## config.mk

```make
export PLATFORM = sky130hd
export DESIGN_NAME = bprs_top
export DESIGN_NICKNAME = d
export VERILOG_FILES = /design/src/pkg/bprs_pkg.sv /design/src/hdl/bprs_top.sv /design/src/hdl/bprs_btb.sv /design/src/hdl/bprs_rstack.sv
export VERILOG_INCLUDE_DIRS = /design/src /design/src/pkg
export SDC_FILE = /design/constraint.sdc
export NUM_CORES = 1
export LEC_CHECK = 0
export ABC_CLOCK_PERIOD_IN_PS = 8610
export BUFFER_PORTS_ARGS = -buffer_cell sky130_fd_sc_hd__buf_4
export CORE_MARGIN = 2
export CORE_UTILIZATION = 50
export CTS_CLUSTER_SIZE = 16
export DETAILED_ROUTE_END_ITERATION = 16
export PLACE_DENSITY = 0.68
export SLEW_MARGIN = 20
export SYNTH_ARGS = -nofsm -noshare
export SYNTH_HDL_FRONTEND = slang
export SYNTH_HIERARCHICAL = 1
export SYNTH_SLANG_ARGS = --single-unit
```

## constraint.sdc

```tcl
create_clock -name clk -period 8.61 [get_ports clk]
set_input_delay 0.4305 -clock clk [delete_from_list [all_inputs] [get_ports clk]]
set_output_delay 0.4305 -clock clk [all_outputs]
set_load 0.05 [all_outputs]
```

## src/pkg/bprs_cfg.svh

```systemverilog
`ifndef BPRS_CFG_SVH
`define BPRS_CFG_SVH
// How it works
// - fetch follows predicted path; a wrong guess flushes and redirects fetch.
// - folded branch passes its condition on; wrong guess flushes the partner.
// - prediction works only while the prediction enable bit is set.
// - only conditional branch, relative jump and call forms enter the buffer.
// - calls never fold; predictable forms never fold into a branch.
// - direct mapped, indexed by fetch address bits [IDX_W+1:2], bits above are tag.
// - entry holds tag, valid, target, two-bit history and extended flag.
// - history is a saturating counter, new entries start strong taken.
// - allocate on execute exit when taken, not buffered, prediction enabled.
// - existing entry's counter updates on every execution of its branch while prediction is enabled.
// - reset leaves prediction enabled and all valid bits clear.
// - reset, cache invalidate, identifier write or invalidate bit clear all.
// - four-entry circular stack, calls in execute push the issue address.
// - return prediction is fixed by opcode class.
// - taken return in decode pops top and redirects fetch at once.
// - not-taken return pops only in execute when its condition is true.
// - saturating valid count; empty taken return still works, with penalty.
// - after reset the return stack is enabled and empty.
// - clearing stack enable disables it and discards all entries.
// - popping a return address for fetch flushes the prefetch queue.
`define BPRS_ADDR_W       32
`define BPRS_BTB_IDX_W    4
`define BPRS_RS_DEPTH     4
`define BPRS_RS_PTR_W     2
`define BPRS_RS_CNT_W     3
`define BPRS_HIST_SNT     2'h0
`define BPRS_HIST_WNT     2'h1
`define BPRS_HIST_WT      2'h2
`define BPRS_HIST_ST      2'h3
`define BPRS_CR_PRED_EN   0
`define BPRS_CR_INVAL     1
`define BPRS_CR_RS_EN     2
`define BPRS_CR_W         3
`define BPRS_CR_RESET     3'h5
`define BPRS_REG_CTRL     4'h0
`define BPRS_REG_STATUS   4'h4
`define BPRS_REG_ADDRESS_SPACE_IDENTIFIER     4'h8
`endif

```

## src/pkg/bprs_pkg.sv

```systemverilog
package bprs_pkg;
  // branch kinds seen at decode / execute
  typedef enum logic [3:0] {
    BPRS_K_NONE     = 4'h0,
    BPRS_K_COND_K8  = 4'h1,
    BPRS_K_COND_K21 = 4'h2,
    BPRS_K_JMP_K10  = 4'h3,
    BPRS_K_JMP_K21  = 4'h4,
    BPRS_K_CALL_K10 = 4'h5,
    BPRS_K_CALL_K21 = 4'h6,
    BPRS_K_ALT_COND = 4'h7,
    BPRS_K_ALT_CMP  = 4'h8,
    BPRS_K_ICALL    = 4'h9,
    BPRS_K_MCALL    = 4'hA,
    BPRS_K_TCALL    = 4'hB
  } bprs_kind_t;
  // return forms
  typedef enum logic [2:0] {
    BPRS_R_NONE    = 3'h0,
    BPRS_R_MOV_LR  = 3'h1,
    BPRS_R_RET     = 3'h2,
    BPRS_R_POPM_PC = 3'h3,
    BPRS_R_LDM_PC  = 3'h4
  } bprs_ret_t;
  // bus slave states
  typedef enum logic [2:0] {
    BPRS_S_IDLE = 3'b001,
    BPRS_S_ACK  = 3'b010,
    BPRS_S_HOLD = 3'b100
  } bprs_bus_st_t;
endpackage

```

## src/hdl/bprs_top.sv

```systemverilog
// The register offsets and register access over Avalon-MM were left to the implementer.
`timescale 1ns/100ps
`include "bprs_cfg.svh"
module bprs_top
  import bprs_pkg::*;
#(
  parameter int IDX_W = `BPRS_BTB_IDX_W
)
(
  input  wire logic                    clk,
  input  wire logic                    nrst,
  input  wire logic                    ce,
  input  wire logic [3:0]              avs_address,
  input  wire logic                    avs_read,
  input  wire logic                    avs_write,
  input  wire logic [31:0]             avs_writedata,
  output logic [31:0]                  avs_readdata,
  output logic                         avs_waitrequest,
  input  wire logic                    icache_inval,
  input  wire logic                    rs_flush_op,
  input  wire logic [`BPRS_ADDR_W-1:0] fetch_addr,
  input  wire logic                    fetch_valid,
  input  wire logic                    id_valid,
  input  wire bprs_kind_t              id_kind,
  input  wire logic                    id_foldable,
  input  wire bprs_ret_t               id_ret,
  input  wire logic                    id_ret_always,
  input  wire logic                    ex_valid,
  input  wire bprs_kind_t              ex_kind,
  input  wire logic                    ex_taken,
  input  wire logic                    ex_pred_taken,
  input  wire logic                    ex_ret_cond_true,
  input  wire bprs_ret_t               ex_ret,
  input  wire logic [`BPRS_ADDR_W-1:0] ex_pc,
  input  wire logic [`BPRS_ADDR_W-1:0] ex_target,
  input  wire logic [`BPRS_ADDR_W-1:0] ex_fallthru,
  input  wire logic                    ex_ext,
  input  wire logic [`BPRS_ADDR_W-1:0] is_pc,
  output logic                         pred_valid_r,
  output logic                         pred_taken_r,
  output logic [`BPRS_ADDR_W-1:0]      pred_target_r,
  output logic                         fold_r,
  output logic                         redirect_r,
  output logic [`BPRS_ADDR_W-1:0]      redirect_addr_r,
  output logic                         flush_r,
  output logic                         ret_pred_taken_r,
  output logic                         ret_stall_r
);
  typedef struct packed {
    logic [`BPRS_CR_W-1:0]   ctrl;
    bprs_bus_st_t            bus;
    logic [31:0]             rdata;
    logic                    pv;
    logic                    pt;
    logic [`BPRS_ADDR_W-1:0] ptgt;
    logic                    fold;
    logic                    redir;
    logic [`BPRS_ADDR_W-1:0] raddr;
    logic                    flush;
    logic                    rpt;
    logic                    rstall;
  } bprs_top_st_t;
  bprs_top_st_t r, nxt;
  logic rst_n;
  logic rst_q1_r;
  logic rst_q2_r;
  assign rst_n = rst_q2_r;

  // reset release synchroniser
  always_ff @(posedge clk or negedge nrst)
  begin
    if (!nrst)
    begin
      rst_q1_r <= 1'b0;
      rst_q2_r <= 1'b0;
    end
    else
    begin
      rst_q1_r <= 1'b1;
      rst_q2_r <= rst_q1_r;
    end
  end

  logic                    pred_en, rs_en, bus_req, wr_ctrl, wr_address_space_identifier;
  logic                    inval;
  logic                    btb_hit, btb_taken, btb_ext, upd_hit;
  logic [`BPRS_ADDR_W-1:0] btb_tgt;
  logic                    upd_valid, upd_alloc, predictable;
  logic                    is_call, rs_push, rs_pop, rs_empty;
  logic                    id_ret_taken, ex_ret_pop, mispredict;
  logic [`BPRS_ADDR_W-1:0] rs_top;
  logic [`BPRS_RS_CNT_W-1:0] rs_cnt;

  assign pred_en = r.ctrl[`BPRS_CR_PRED_EN];
  assign rs_en   = r.ctrl[`BPRS_CR_RS_EN];
  assign bus_req = avs_read || avs_write;
  assign wr_ctrl = r.bus == BPRS_S_ACK && avs_write
                   && avs_address == `BPRS_REG_CTRL;
  assign wr_address_space_identifier = r.bus == BPRS_S_ACK && avs_write
                   && avs_address == `BPRS_REG_ADDRESS_SPACE_IDENTIFIER;
  assign inval = icache_inval || wr_address_space_identifier
                 || (wr_ctrl && avs_writedata[`BPRS_CR_INVAL]);

  // only direct branch and call forms are buffered
  always_comb
  begin
    case (ex_kind)
      BPRS_K_COND_K8, BPRS_K_COND_K21, BPRS_K_JMP_K10, BPRS_K_JMP_K21,
      BPRS_K_CALL_K10, BPRS_K_CALL_K21, BPRS_K_ALT_COND, BPRS_K_ALT_CMP:
        predictable = 1'b1;
      default:
        predictable = 1'b0;
    endcase
  end
  always_comb
  begin
    case (ex_kind)
      BPRS_K_CALL_K10, BPRS_K_CALL_K21, BPRS_K_ICALL, BPRS_K_MCALL,
      BPRS_K_TCALL:
        is_call = 1'b1;
      default:
        is_call = 1'b0;
    endcase
  end

  assign upd_valid = ce && ex_valid && predictable && pred_en;
  assign upd_alloc = ex_taken;
  assign mispredict = ex_valid && predictable && ex_taken != ex_pred_taken;
  assign rs_push = ex_valid && is_call;
  assign id_ret_taken = id_valid && rs_en && (id_ret == BPRS_R_MOV_LR
                        || id_ret == BPRS_R_POPM_PC
                        || id_ret == BPRS_R_LDM_PC
                        || (id_ret == BPRS_R_RET && id_ret_always));
  assign ex_ret_pop = ex_valid && ex_ret == BPRS_R_RET
                      && ex_ret_cond_true && rs_en;
  assign rs_pop = (id_ret_taken && !rs_empty) || ex_ret_pop;

  bprs_btb #(
    .IDX_W       (IDX_W)
  ) u_btb (
    .clk         (clk),
    .rst_n       (rst_n),
    .ce          (ce),
    .inval       (inval),
    .look_addr   (fetch_addr),
    .look_hit    (btb_hit),
    .look_taken  (btb_taken),
    .look_target (btb_tgt),
    .look_ext    (btb_ext),
    .upd_valid   (upd_valid),
    .upd_alloc   (upd_alloc),
    .upd_taken   (ex_taken),
    .upd_addr    (ex_pc),
    .upd_target  (ex_target),
    .upd_ext     (ex_ext),
    .upd_hit     (upd_hit)
  );

  bprs_rstack u_rs (
    .clk         (clk),
    .rst_n       (rst_n),
    .ce          (ce),
    .enable      (rs_en),
    .flush       (rs_flush_op),
    .push        (rs_push),
    .push_addr   (is_pc),
    .pop         (rs_pop),
    .empty       (rs_empty),
    .top         (rs_top),
    .count       (rs_cnt)
  );

  always_comb
  begin
    nxt        = r;
    nxt.pv     = 1'b0;
    nxt.fold   = 1'b0;
    nxt.redir  = 1'b0;
    nxt.flush  = 1'b0;
    nxt.rpt    = 1'b0;
    nxt.rstall = 1'b0;
    // fetch-side prediction
    if (fetch_valid && pred_en && btb_hit)
    begin
      nxt.pv   = 1'b1;
      nxt.pt   = btb_taken;
      nxt.ptgt = btb_tgt;
    end
    // fold only into branches/jumps, never calls or predictable partners
    if (id_valid && pred_en && id_foldable
        && (id_kind == BPRS_K_COND_K8 || id_kind == BPRS_K_COND_K21
        || id_kind == BPRS_K_JMP_K10 || id_kind == BPRS_K_JMP_K21))
      nxt.fold = 1'b1;
    // return from stack in decode
    if (id_ret_taken)
    begin
      nxt.rpt = 1'b1;
      if (rs_empty)
        nxt.rstall = 1'b1;
      else
      begin
        nxt.redir = 1'b1;
        nxt.raddr = rs_top;
        nxt.flush = 1'b1;
      end
    end
    // execute-time correction has priority over decode redirect
    if (mispredict)
    begin
      nxt.redir = 1'b1;
      nxt.flush = 1'b1;
      nxt.raddr = ex_taken ? ex_target : ex_fallthru;
    end
    else if (ex_ret_pop && !rs_empty)
    begin
      nxt.redir = 1'b1;
      nxt.raddr = rs_top;
      nxt.flush = 1'b1;
    end
    // avalon slave: one wait cycle, answer on the next
    case (r.bus)
      BPRS_S_IDLE:
        if (bus_req)
          nxt.bus = BPRS_S_ACK;
      BPRS_S_ACK:
      begin
        nxt.bus = BPRS_S_HOLD;
        if (avs_write && avs_address == `BPRS_REG_CTRL)
        begin
          nxt.ctrl[`BPRS_CR_PRED_EN] = avs_writedata[`BPRS_CR_PRED_EN];
          nxt.ctrl[`BPRS_CR_RS_EN]   = avs_writedata[`BPRS_CR_RS_EN];
        end
      end
      BPRS_S_HOLD:
        nxt.bus = BPRS_S_IDLE;
      default:
        nxt.bus = BPRS_S_IDLE;
    endcase
    nxt.rdata = 32'h0;
    if (r.bus == BPRS_S_IDLE && avs_read)
      case (avs_address)
        `BPRS_REG_CTRL:
          nxt.rdata = {29'h0, r.ctrl[`BPRS_CR_RS_EN], 1'b0,
                       r.ctrl[`BPRS_CR_PRED_EN]};
        `BPRS_REG_STATUS:
          nxt.rdata = {28'h0, rs_empty, rs_cnt};
        default:
          nxt.rdata = 32'h0;
      endcase
    else if (r.bus == BPRS_S_ACK)
      nxt.rdata = r.rdata;
  end

  always_ff @(posedge clk or negedge rst_n)
  begin
    if (!rst_n)
    begin
      r.ctrl   <= `BPRS_CR_RESET;
      r.bus    <= BPRS_S_IDLE;
      r.rdata  <= 32'h0;
      r.pv     <= 1'b0;
      r.pt     <= 1'b0;
      r.ptgt   <= '0;
      r.fold   <= 1'b0;
      r.redir  <= 1'b0;
      r.raddr  <= '0;
      r.flush  <= 1'b0;
      r.rpt    <= 1'b0;
      r.rstall <= 1'b0;
    end
    else if (ce)
    begin
      r.ctrl   <= nxt.ctrl;
      r.bus    <= nxt.bus;
      r.rdata  <= nxt.rdata;
      r.pv     <= nxt.pv;
      r.pt     <= nxt.pt;
      r.ptgt   <= nxt.ptgt;
      r.fold   <= nxt.fold;
      r.redir  <= nxt.redir;
      r.raddr  <= nxt.raddr;
      r.flush  <= nxt.flush;
      r.rpt    <= nxt.rpt;
      r.rstall <= nxt.rstall;
    end
  end

  always_ff @(posedge clk or negedge rst_n)
  begin
    if (!rst_n)
      avs_waitrequest <= 1'b1;
    else if (ce)
      avs_waitrequest <= !(r.bus == BPRS_S_IDLE && bus_req);
  end

  assign avs_readdata     = r.rdata;
  assign pred_valid_r     = r.pv;
  assign pred_taken_r     = r.pt;
  assign pred_target_r    = r.ptgt;
  assign fold_r           = r.fold;
  assign redirect_r       = r.redir;
  assign redirect_addr_r  = r.raddr;
  assign flush_r          = r.flush;
  assign ret_pred_taken_r = r.rpt;
  assign ret_stall_r      = r.rstall;
endmodule

```

## src/hdl/bprs_btb.sv

```systemverilog
`timescale 1ns/100ps
`include "bprs_cfg.svh"
module bprs_btb
  import bprs_pkg::*;
#(
  parameter int IDX_W = `BPRS_BTB_IDX_W
)
(
  input  wire logic                    clk,
  input  wire logic                    rst_n,
  input  wire logic                    ce,
  input  wire logic                    inval,
  input  wire logic [`BPRS_ADDR_W-1:0] look_addr,
  output logic                         look_hit,
  output logic                         look_taken,
  output logic [`BPRS_ADDR_W-1:0]      look_target,
  output logic                         look_ext,
  input  wire logic                    upd_valid,
  input  wire logic                    upd_alloc,
  input  wire logic                    upd_taken,
  input  wire logic [`BPRS_ADDR_W-1:0] upd_addr,
  input  wire logic [`BPRS_ADDR_W-1:0] upd_target,
  input  wire logic                    upd_ext,
  output logic                         upd_hit
);
  localparam int TAG_W = `BPRS_ADDR_W - IDX_W - 2;
  localparam int N     = 1 << IDX_W;
  typedef struct packed {
    logic [N-1:0] valid;
  } bprs_btb_st_t;
  bprs_btb_st_t r, nxt;
  logic [TAG_W-1:0]        tag_r  [N];
  logic [`BPRS_ADDR_W-1:0] tgt_r  [N];
  logic [1:0]              hist_r [N];
  logic [N-1:0]            ext_r;
  logic [IDX_W-1:0] li, ui;
  logic [TAG_W-1:0] lt, ut;
  assign li = look_addr[IDX_W+1:2];
  assign lt = look_addr[`BPRS_ADDR_W-1:IDX_W+2];
  assign ui = upd_addr[IDX_W+1:2];
  assign ut = upd_addr[`BPRS_ADDR_W-1:IDX_W+2];
  assign look_hit    = r.valid[li] && tag_r[li] == lt;
  assign look_taken  = hist_r[li][1];
  assign look_target = tgt_r[li];
  assign look_ext    = ext_r[li];
  assign upd_hit     = r.valid[ui] && tag_r[ui] == ut;
  always_comb
  begin
    nxt = r;
    if (upd_valid && upd_alloc && !upd_hit)
      nxt.valid[ui] = 1'b1;
    if (inval)
      nxt.valid = '0;
  end
  always_ff @(posedge clk or negedge rst_n)
  begin
    if (!rst_n)
      r <= '0;
    else if (ce)
      r <= nxt;
  end
  genvar g;
  for (g = 0; g < N; g++)
  begin : g_ent
    always_ff @(posedge clk)
    begin
      if (ce && upd_valid && ui == IDX_W'(g) && !inval)
      begin
        if (!upd_hit && upd_alloc)
        begin
          tag_r[g]  <= ut;
          tgt_r[g]  <= upd_target;
          ext_r[g]  <= upd_ext;
          hist_r[g] <= `BPRS_HIST_ST;
        end
        else if (upd_hit)
        begin
          if (upd_taken && hist_r[g] != `BPRS_HIST_ST)
            hist_r[g] <= hist_r[g] + 2'h1;
          else if (!upd_taken && hist_r[g] != `BPRS_HIST_SNT)
            hist_r[g] <= hist_r[g] - 2'h1;
        end
      end
    end
  end
endmodule

```

## src/hdl/bprs_rstack.sv

```systemverilog
`timescale 1ns/100ps
`include "bprs_cfg.svh"
module bprs_rstack
  import bprs_pkg::*;
(
  input  wire logic                    clk,
  input  wire logic                    rst_n,
  input  wire logic                    ce,
  input  wire logic                    enable,
  input  wire logic                    flush,
  input  wire logic                    push,
  input  wire logic [`BPRS_ADDR_W-1:0] push_addr,
  input  wire logic                    pop,
  output logic                         empty,
  output logic [`BPRS_ADDR_W-1:0]      top,
  output logic [`BPRS_RS_CNT_W-1:0]    count
);
  typedef struct packed {
    logic [`BPRS_RS_PTR_W-1:0] tos;
    logic [`BPRS_RS_CNT_W-1:0] cnt;
  } bprs_rs_st_t;
  bprs_rs_st_t r, nxt;
  logic [`BPRS_ADDR_W-1:0] mem_r [`BPRS_RS_DEPTH];
  logic [`BPRS_RS_PTR_W-1:0] wp;
  assign wp    = r.tos + `BPRS_RS_PTR_W'(1);
  assign empty = r.cnt == '0;
  assign top   = mem_r[r.tos];
  assign count = r.cnt;
  always_comb
  begin
    nxt = r;
    if (!enable || flush)
      nxt.cnt = '0;
    else if (push && !pop)
    begin
      nxt.tos = wp;
      if (r.cnt != `BPRS_RS_CNT_W'(`BPRS_RS_DEPTH))
        nxt.cnt = r.cnt + `BPRS_RS_CNT_W'(1);
    end
    else if (pop && !push && !empty)
    begin
      nxt.tos = r.tos - `BPRS_RS_PTR_W'(1);
      nxt.cnt = r.cnt - `BPRS_RS_CNT_W'(1);
    end
    else if (pop && push && !empty)
      nxt.tos = r.tos;
  end
  always_ff @(posedge clk or negedge rst_n)
  begin
    if (!rst_n)
      r <= '0;
    else if (ce)
      r <= nxt;
  end
  always_ff @(posedge clk)
  begin
    if (ce && enable && !flush && push)
    begin
      if (pop && !empty)
        mem_r[r.tos] <= push_addr;
      else
        mem_r[wp] <= push_addr;
    end
  end
endmodule

```

== Word-level counts from Yosys, hierarchy flattened ==
Memory sizes are Yosys's and may differ from the RTL's.
Cells that the tools add are included.
Operators by class
  equal/unequal tests: 57
  reduce and logical (&&, ||, !) cells: 202
  bitwise operators: 34
  add/sub/neg operators: 36
  $lt $le $gt $ge: 3
  multiplexer cells: 412
Operator list (number)
  $mux W32: 19
  $reduce_or A32 Y1: 16
  $mux W26: 15
  $reduce_or A26 Y1: 15
  $mux W1: 267
  $mux W4: 45
  $mux W34: 4
  $logic_and A1 B1 Y1: 104
  $mux W2: 49
  $eq A26 B26 Y1: 2
  $eq A4 B4 Y1 const B: 12
  $mux W36: 1
  $reduce_bool A2 Y1: 18
  $add A2 B1 Y2 const B: 17
  $ne A2 B2 Y1 const B: 17
  $sub A2 B1 Y2 const B: 17
  $eq A4 B3 Y1 const B: 8
  $mux W16: 2
  $or A1 B1 Y1: 32
  $reduce_or A2 Y1: 15
  $eq A4 B2 Y1 const B: 4
  $or A16 B16 Y16: 1
  $eq A3 B2 Y1 const B: 4
  $mux W3: 4
  other kinds (26): 56
Word-level totals
  flip-flop bits (word level): 132
  ROM bits: 16
  RAM bits: 1088
  input port bits: 226
  output and inout bits: 104
  word-level logic and storage cells: 767
  memories kept: 5
Memory list
  u_btb.tgt_r: depth 16, bits a word 32, read ports 1, clocked after Yosys merged registers in 0, write ports 1, RTL line bprs_btb.sv:33  | logic [`BPRS_ADDR_W-1:0] tgt_r [N];
  u_btb.tag_r: depth 16, bits a word 26, read ports 2, clocked after Yosys merged registers in 0, write ports 1, RTL line bprs_btb.sv:32  | logic [TAG_W-1:0] tag_r [N];
  u_rs.mem_r: depth 4, bits a word 32, read ports 1, clocked after Yosys merged registers in 0, write ports 1, RTL line bprs_rstack.sv:23  | logic [`BPRS_ADDR_W-1:0] mem_r [`BPRS_RS_DEPTH];
  u_btb.hist_r: depth 16, bits a word 2, read ports 17, clocked after Yosys merged registers in 0, write ports 1, RTL line bprs_btb.sv:34  | logic [1:0] hist_r [N];
  (no name shown): depth 16, bits a word 1, read ports 1, clocked after Yosys merged registers in 0, write ports 0, RTL line bprs_top.sv:107  | case (ex_kind)

== Logic depth before layout (Yosys ltp) ==
  depth after elaboration: 27
  depth in mapped cells: 15
  depth with buffers taken out: 9

== Cells and area by module ==
Netlist, hierarchy kept.
Modules (own cells, without submodules)
  bprs_btb: instances 1, cells an instance 2015, area an instance 42856.1 um^2
  bprs_rstack: instances 1, cells an instance 220, area an instance 5036.1 um^2
  bprs_top: instances 1, cells an instance 394, area an instance 5014.8 um^2

== Least setup slack after synthesis ==
No wires, ideal clock.
  kind: input to register
  start: input port ex_pc[2]
  end: register u_btb/ext_r[0] (netlist name)
  arrival: 5.165 ns
  stages: 14
  data required time: 8.134 ns
  library setup time: 0.476 ns
  slack: 2.969 ns
  path buffers: 6
  cell sequence: buf_6 buf_6 buf_4 buf_6 mux4_2 a211oi_1 a21oi_1 xnor2_1 o2111ai_1 or4_1 buf_2 buf_8 nand2_2 nor2_1
RTL lines
  start: declaration: RTL line bprs_top.sv:34  | input wire logic [`BPRS_ADDR_W-1:0] ex_pc,

== Final worst setup path ==
  start: input port ex_pc[4]
  end: memory u_btb/tag_r[3][10] (netlist bit), enable pin
Between the ends
  word-level cells in the longest chain between the ends: 24
  elaborated cells between the ends (all ways): 133
  classes of those cells: 16 x eq/ne; 65 x mux; 51 x reduce/logical; 1 x memory
Ends and longest elaborated chain
  $mem_v2 Z16 W26 or $bmux W1 S4 (tied branches)
  $eq A26 B26 Y1 or $mux W1 (tied branches): RTL line bprs_btb.sv:46  | assign upd_hit = r.valid[ui] && tag_r[ui] == ut;
  $logic_and A1 B1 Y1: RTL line bprs_btb.sv:46
  $logic_not A1 Y1: RTL line bprs_btb.sv:69  | if (!upd_hit && upd_alloc)
  $logic_and A1 B1 Y1: RTL line bprs_btb.sv:69
  $mux W1: RTL line bprs_btb.sv:69
  $mux W1: RTL line bprs_btb.sv:67  | if (ce && upd_valid && ui == IDX_W'(g) && !inval)
  $mux W1 (not written as such): RTL line bprs_btb.sv:71  | tag_r[g] <= ut;
  $reduce_or A26 Y1 (no source line)
  $mux W4 (no source line) or $mux W1 (tied branches) (15 in a row)
  end: declaration: RTL line bprs_btb.sv:32
Several ways; a longest one is shown, not always the timed one. The select of a mux whose other input is x is not followed.

==> impl_results.md <==
- Final setup fails: 0
- Total core area: 0.104 mm2
- Hpwl dp: 75,000 um
- FP Rows: 118
- Pin count of the biggest net entering global routing: 106
- Global Route Usage Sum: 0.246
- Layout cells sized above 1: 0.377
- Max Clk Rate: 175 MHz
- Final core occ: 0.578
- Cell mode on critical path: buf_4
- Post-Route WL: 132,000 um
- Fin. Hold Viols: 0
- CP Buf/Inv Count: 4
- First-pass GRT wire length: 191,000 um
- Period utilisation layout: 0.665
- Num CTS Buffers: 119
- Worst-path clk slew: 0.06 ns
- RSZ-0062 raised after global routing: false
- Starting density of the core: 0.505
- Max Cap Viol: 0
- Cells along the critical path: buf_4, buf_4, mux4_2, nor2_1, a221oi_1, a211oi_1, and4_1, o2111ai_1, or4_1, buf_4, nand3_1, nor2_4, buf_12
- Htree depth: 3
- Status: complete, no violations
- # fillers: 7,573
- 1st-iter DRT viols: 2,828
- Mapped Area: 0.0523 mm2
- Vias in the first global route: 28,500
- Setup tns final: 0 ns
- Cell family with most CP delay: simple AND/OR/NAND/NOR gates
- Final nets: 3,146
- Most common cell after layout, fill and taps aside: edfxtp_1
- Clock Tree Root: clkbuf_16
- Leakage Power: 0.0202 uW
- Drt first pass iters: 7
- Worst Hold Class: in2reg
- DR vias/cell: 6.24
- Slew @ Worst Pin: 1.14 ns
- Skew final: 0.0410 ns
- Max VDD drop: 0.161 mV
- Slowest library cell on the worst path: nor2_4
- Setup Crit Path Kind: in2reg
- CP Max Fanout: 60
- Die footprint: 0.107 mm2
- CP endpoint kind: flop
- CTS sink count: 1,191
- Footprint of the multi-input gates: 0.0157 mm2
- Setup bufs post-CTS: 0
- Area grow syn2layout: 14.5%
- PD cells: 215 mW/mm2
- Worst Path Required: 8.97 ns
- Post-DRT Antenna Nets: 0
- DIE WIDTH: 327 um
- Placed inst area: 0.0553 mm2
- Synthesized area per cell: 20.1 um2
- Mapped Cells: 2,607
- Worst EP arrival: 6.09 ns
- DRC Markers: 0
- Grt total ovfl: 0
- Post-route cell area: 0.0599 mm2
- WL per Instance: 30.1 um
- Register area: 0.0353 mm2
- Max-slew headroom: 0.241
- Max stage delay on crit path: 0.92 ns
- CP Launch Type: input port
- IO Pins: 330
- Final worst path period need: 5.72 ns
- DR vias: 27,300
- Gp weighted congestion: 0.802
- Maximum clock path buffer count: 3
- Initial antenna violation count: 9
- I/O Buffers: 267
- Worst-case hold slack: 0.0349 ns
- Max-slew violation count: 0
- Die span in y: 327 um
- Number of synthesis warnings: 6
- Most frequent cells in the layout: 1,088 x edfxtp_1, 425 x mux4_2, 310 x buf_4
- CTS tree: yes
- Clk Latency, worst-skew pair: 0.74 ns
## metrics by stage
step | cells | power (uW) | setup slack, ns
after floorplan | 2634 | 7460 | 3.01
after global placement | 4081 | 7770 | 2.24
after detailed placement | 4081 | 7800 | 2.17
after CTS | 4369 | 13000 | 2.92
after global routing | 4372 | 13300 | 2.72
final | 4372 | 12900 | 2.89
## state kept, by name, indices dropped and copies added (netlist names), 2 cells and up
signal / flops
u_btb/r: 16
u_rs/count: 3
u_rs/r: 2
avs_readdata: 4
u_btb/tag_r: 416
redirect_addr_r: 32
pred_target_r: 32
r: 4
u_btb/tgt_r: 512
u_btb/hist_r: 32
u_rs/mem_r: 128
## power by group
part           switching, uW  total, uW  internal [uW]
clock network           2220       5180           2950
logic                    714       1260            543
registers               61.3       6440           6380
total                   3000      12900           9870
## layer usage
| layer | GRT usage | vias up | share of wire |
|---|---|---|---|
| met5 | 0 | - | 0.00048 |
| met4 | 0.0905 | 10 | 0.036 |
| met3 | 0.0425 | 242 | 0.073 |
| met2 | 0.406 | 1174 | 0.50 |
| met1 | 0.331 | 14600 | 0.39 |
| li1 | - | 11200 | - |
## worst paths after layout
kind | start | to | slack [ns] | cells after the start
min in group asynchronous | rst_n | r[105] | 0.44 | 0
max in group asynchronous | rst_n | redirect_addr_r[16] | 6.72 | 1
hold reg to reg | rst_q1_r | rst_n | 0.37 | 0
setup / recovery | ex_pc[4] | u_btb/tag_r[3][10] | 2.89 | 13
hold / removal | ex_pc[14] | u_btb/tag_r[13][8] | 0.03 | 1
setup reg to reg | u_btb/tag_r[15][24] | u_btb/tag_r[3][10] | 3.34 | 11
## repair_timing
action / in CTS / in global routing
endpoints found under the hold margin: 447 / 0
resized for setup: 0 / 0
hold buffers: 65 / 0
## final cells by class
cell class / instances / share of cell area
clock inverter: 69 / 0.0128
tap: 1380 / 0.0288
inverter: 42 / 0.00263
multi-input combinational: 1152 / 0.262
sequential: 1191 / 0.589
clock buffer: 154 / 0.0531
antenna: 1 / 0.0000418
timing repair buffer: 383 / 0.0522
Note: power is estimated with default switching activity, not from simulation.
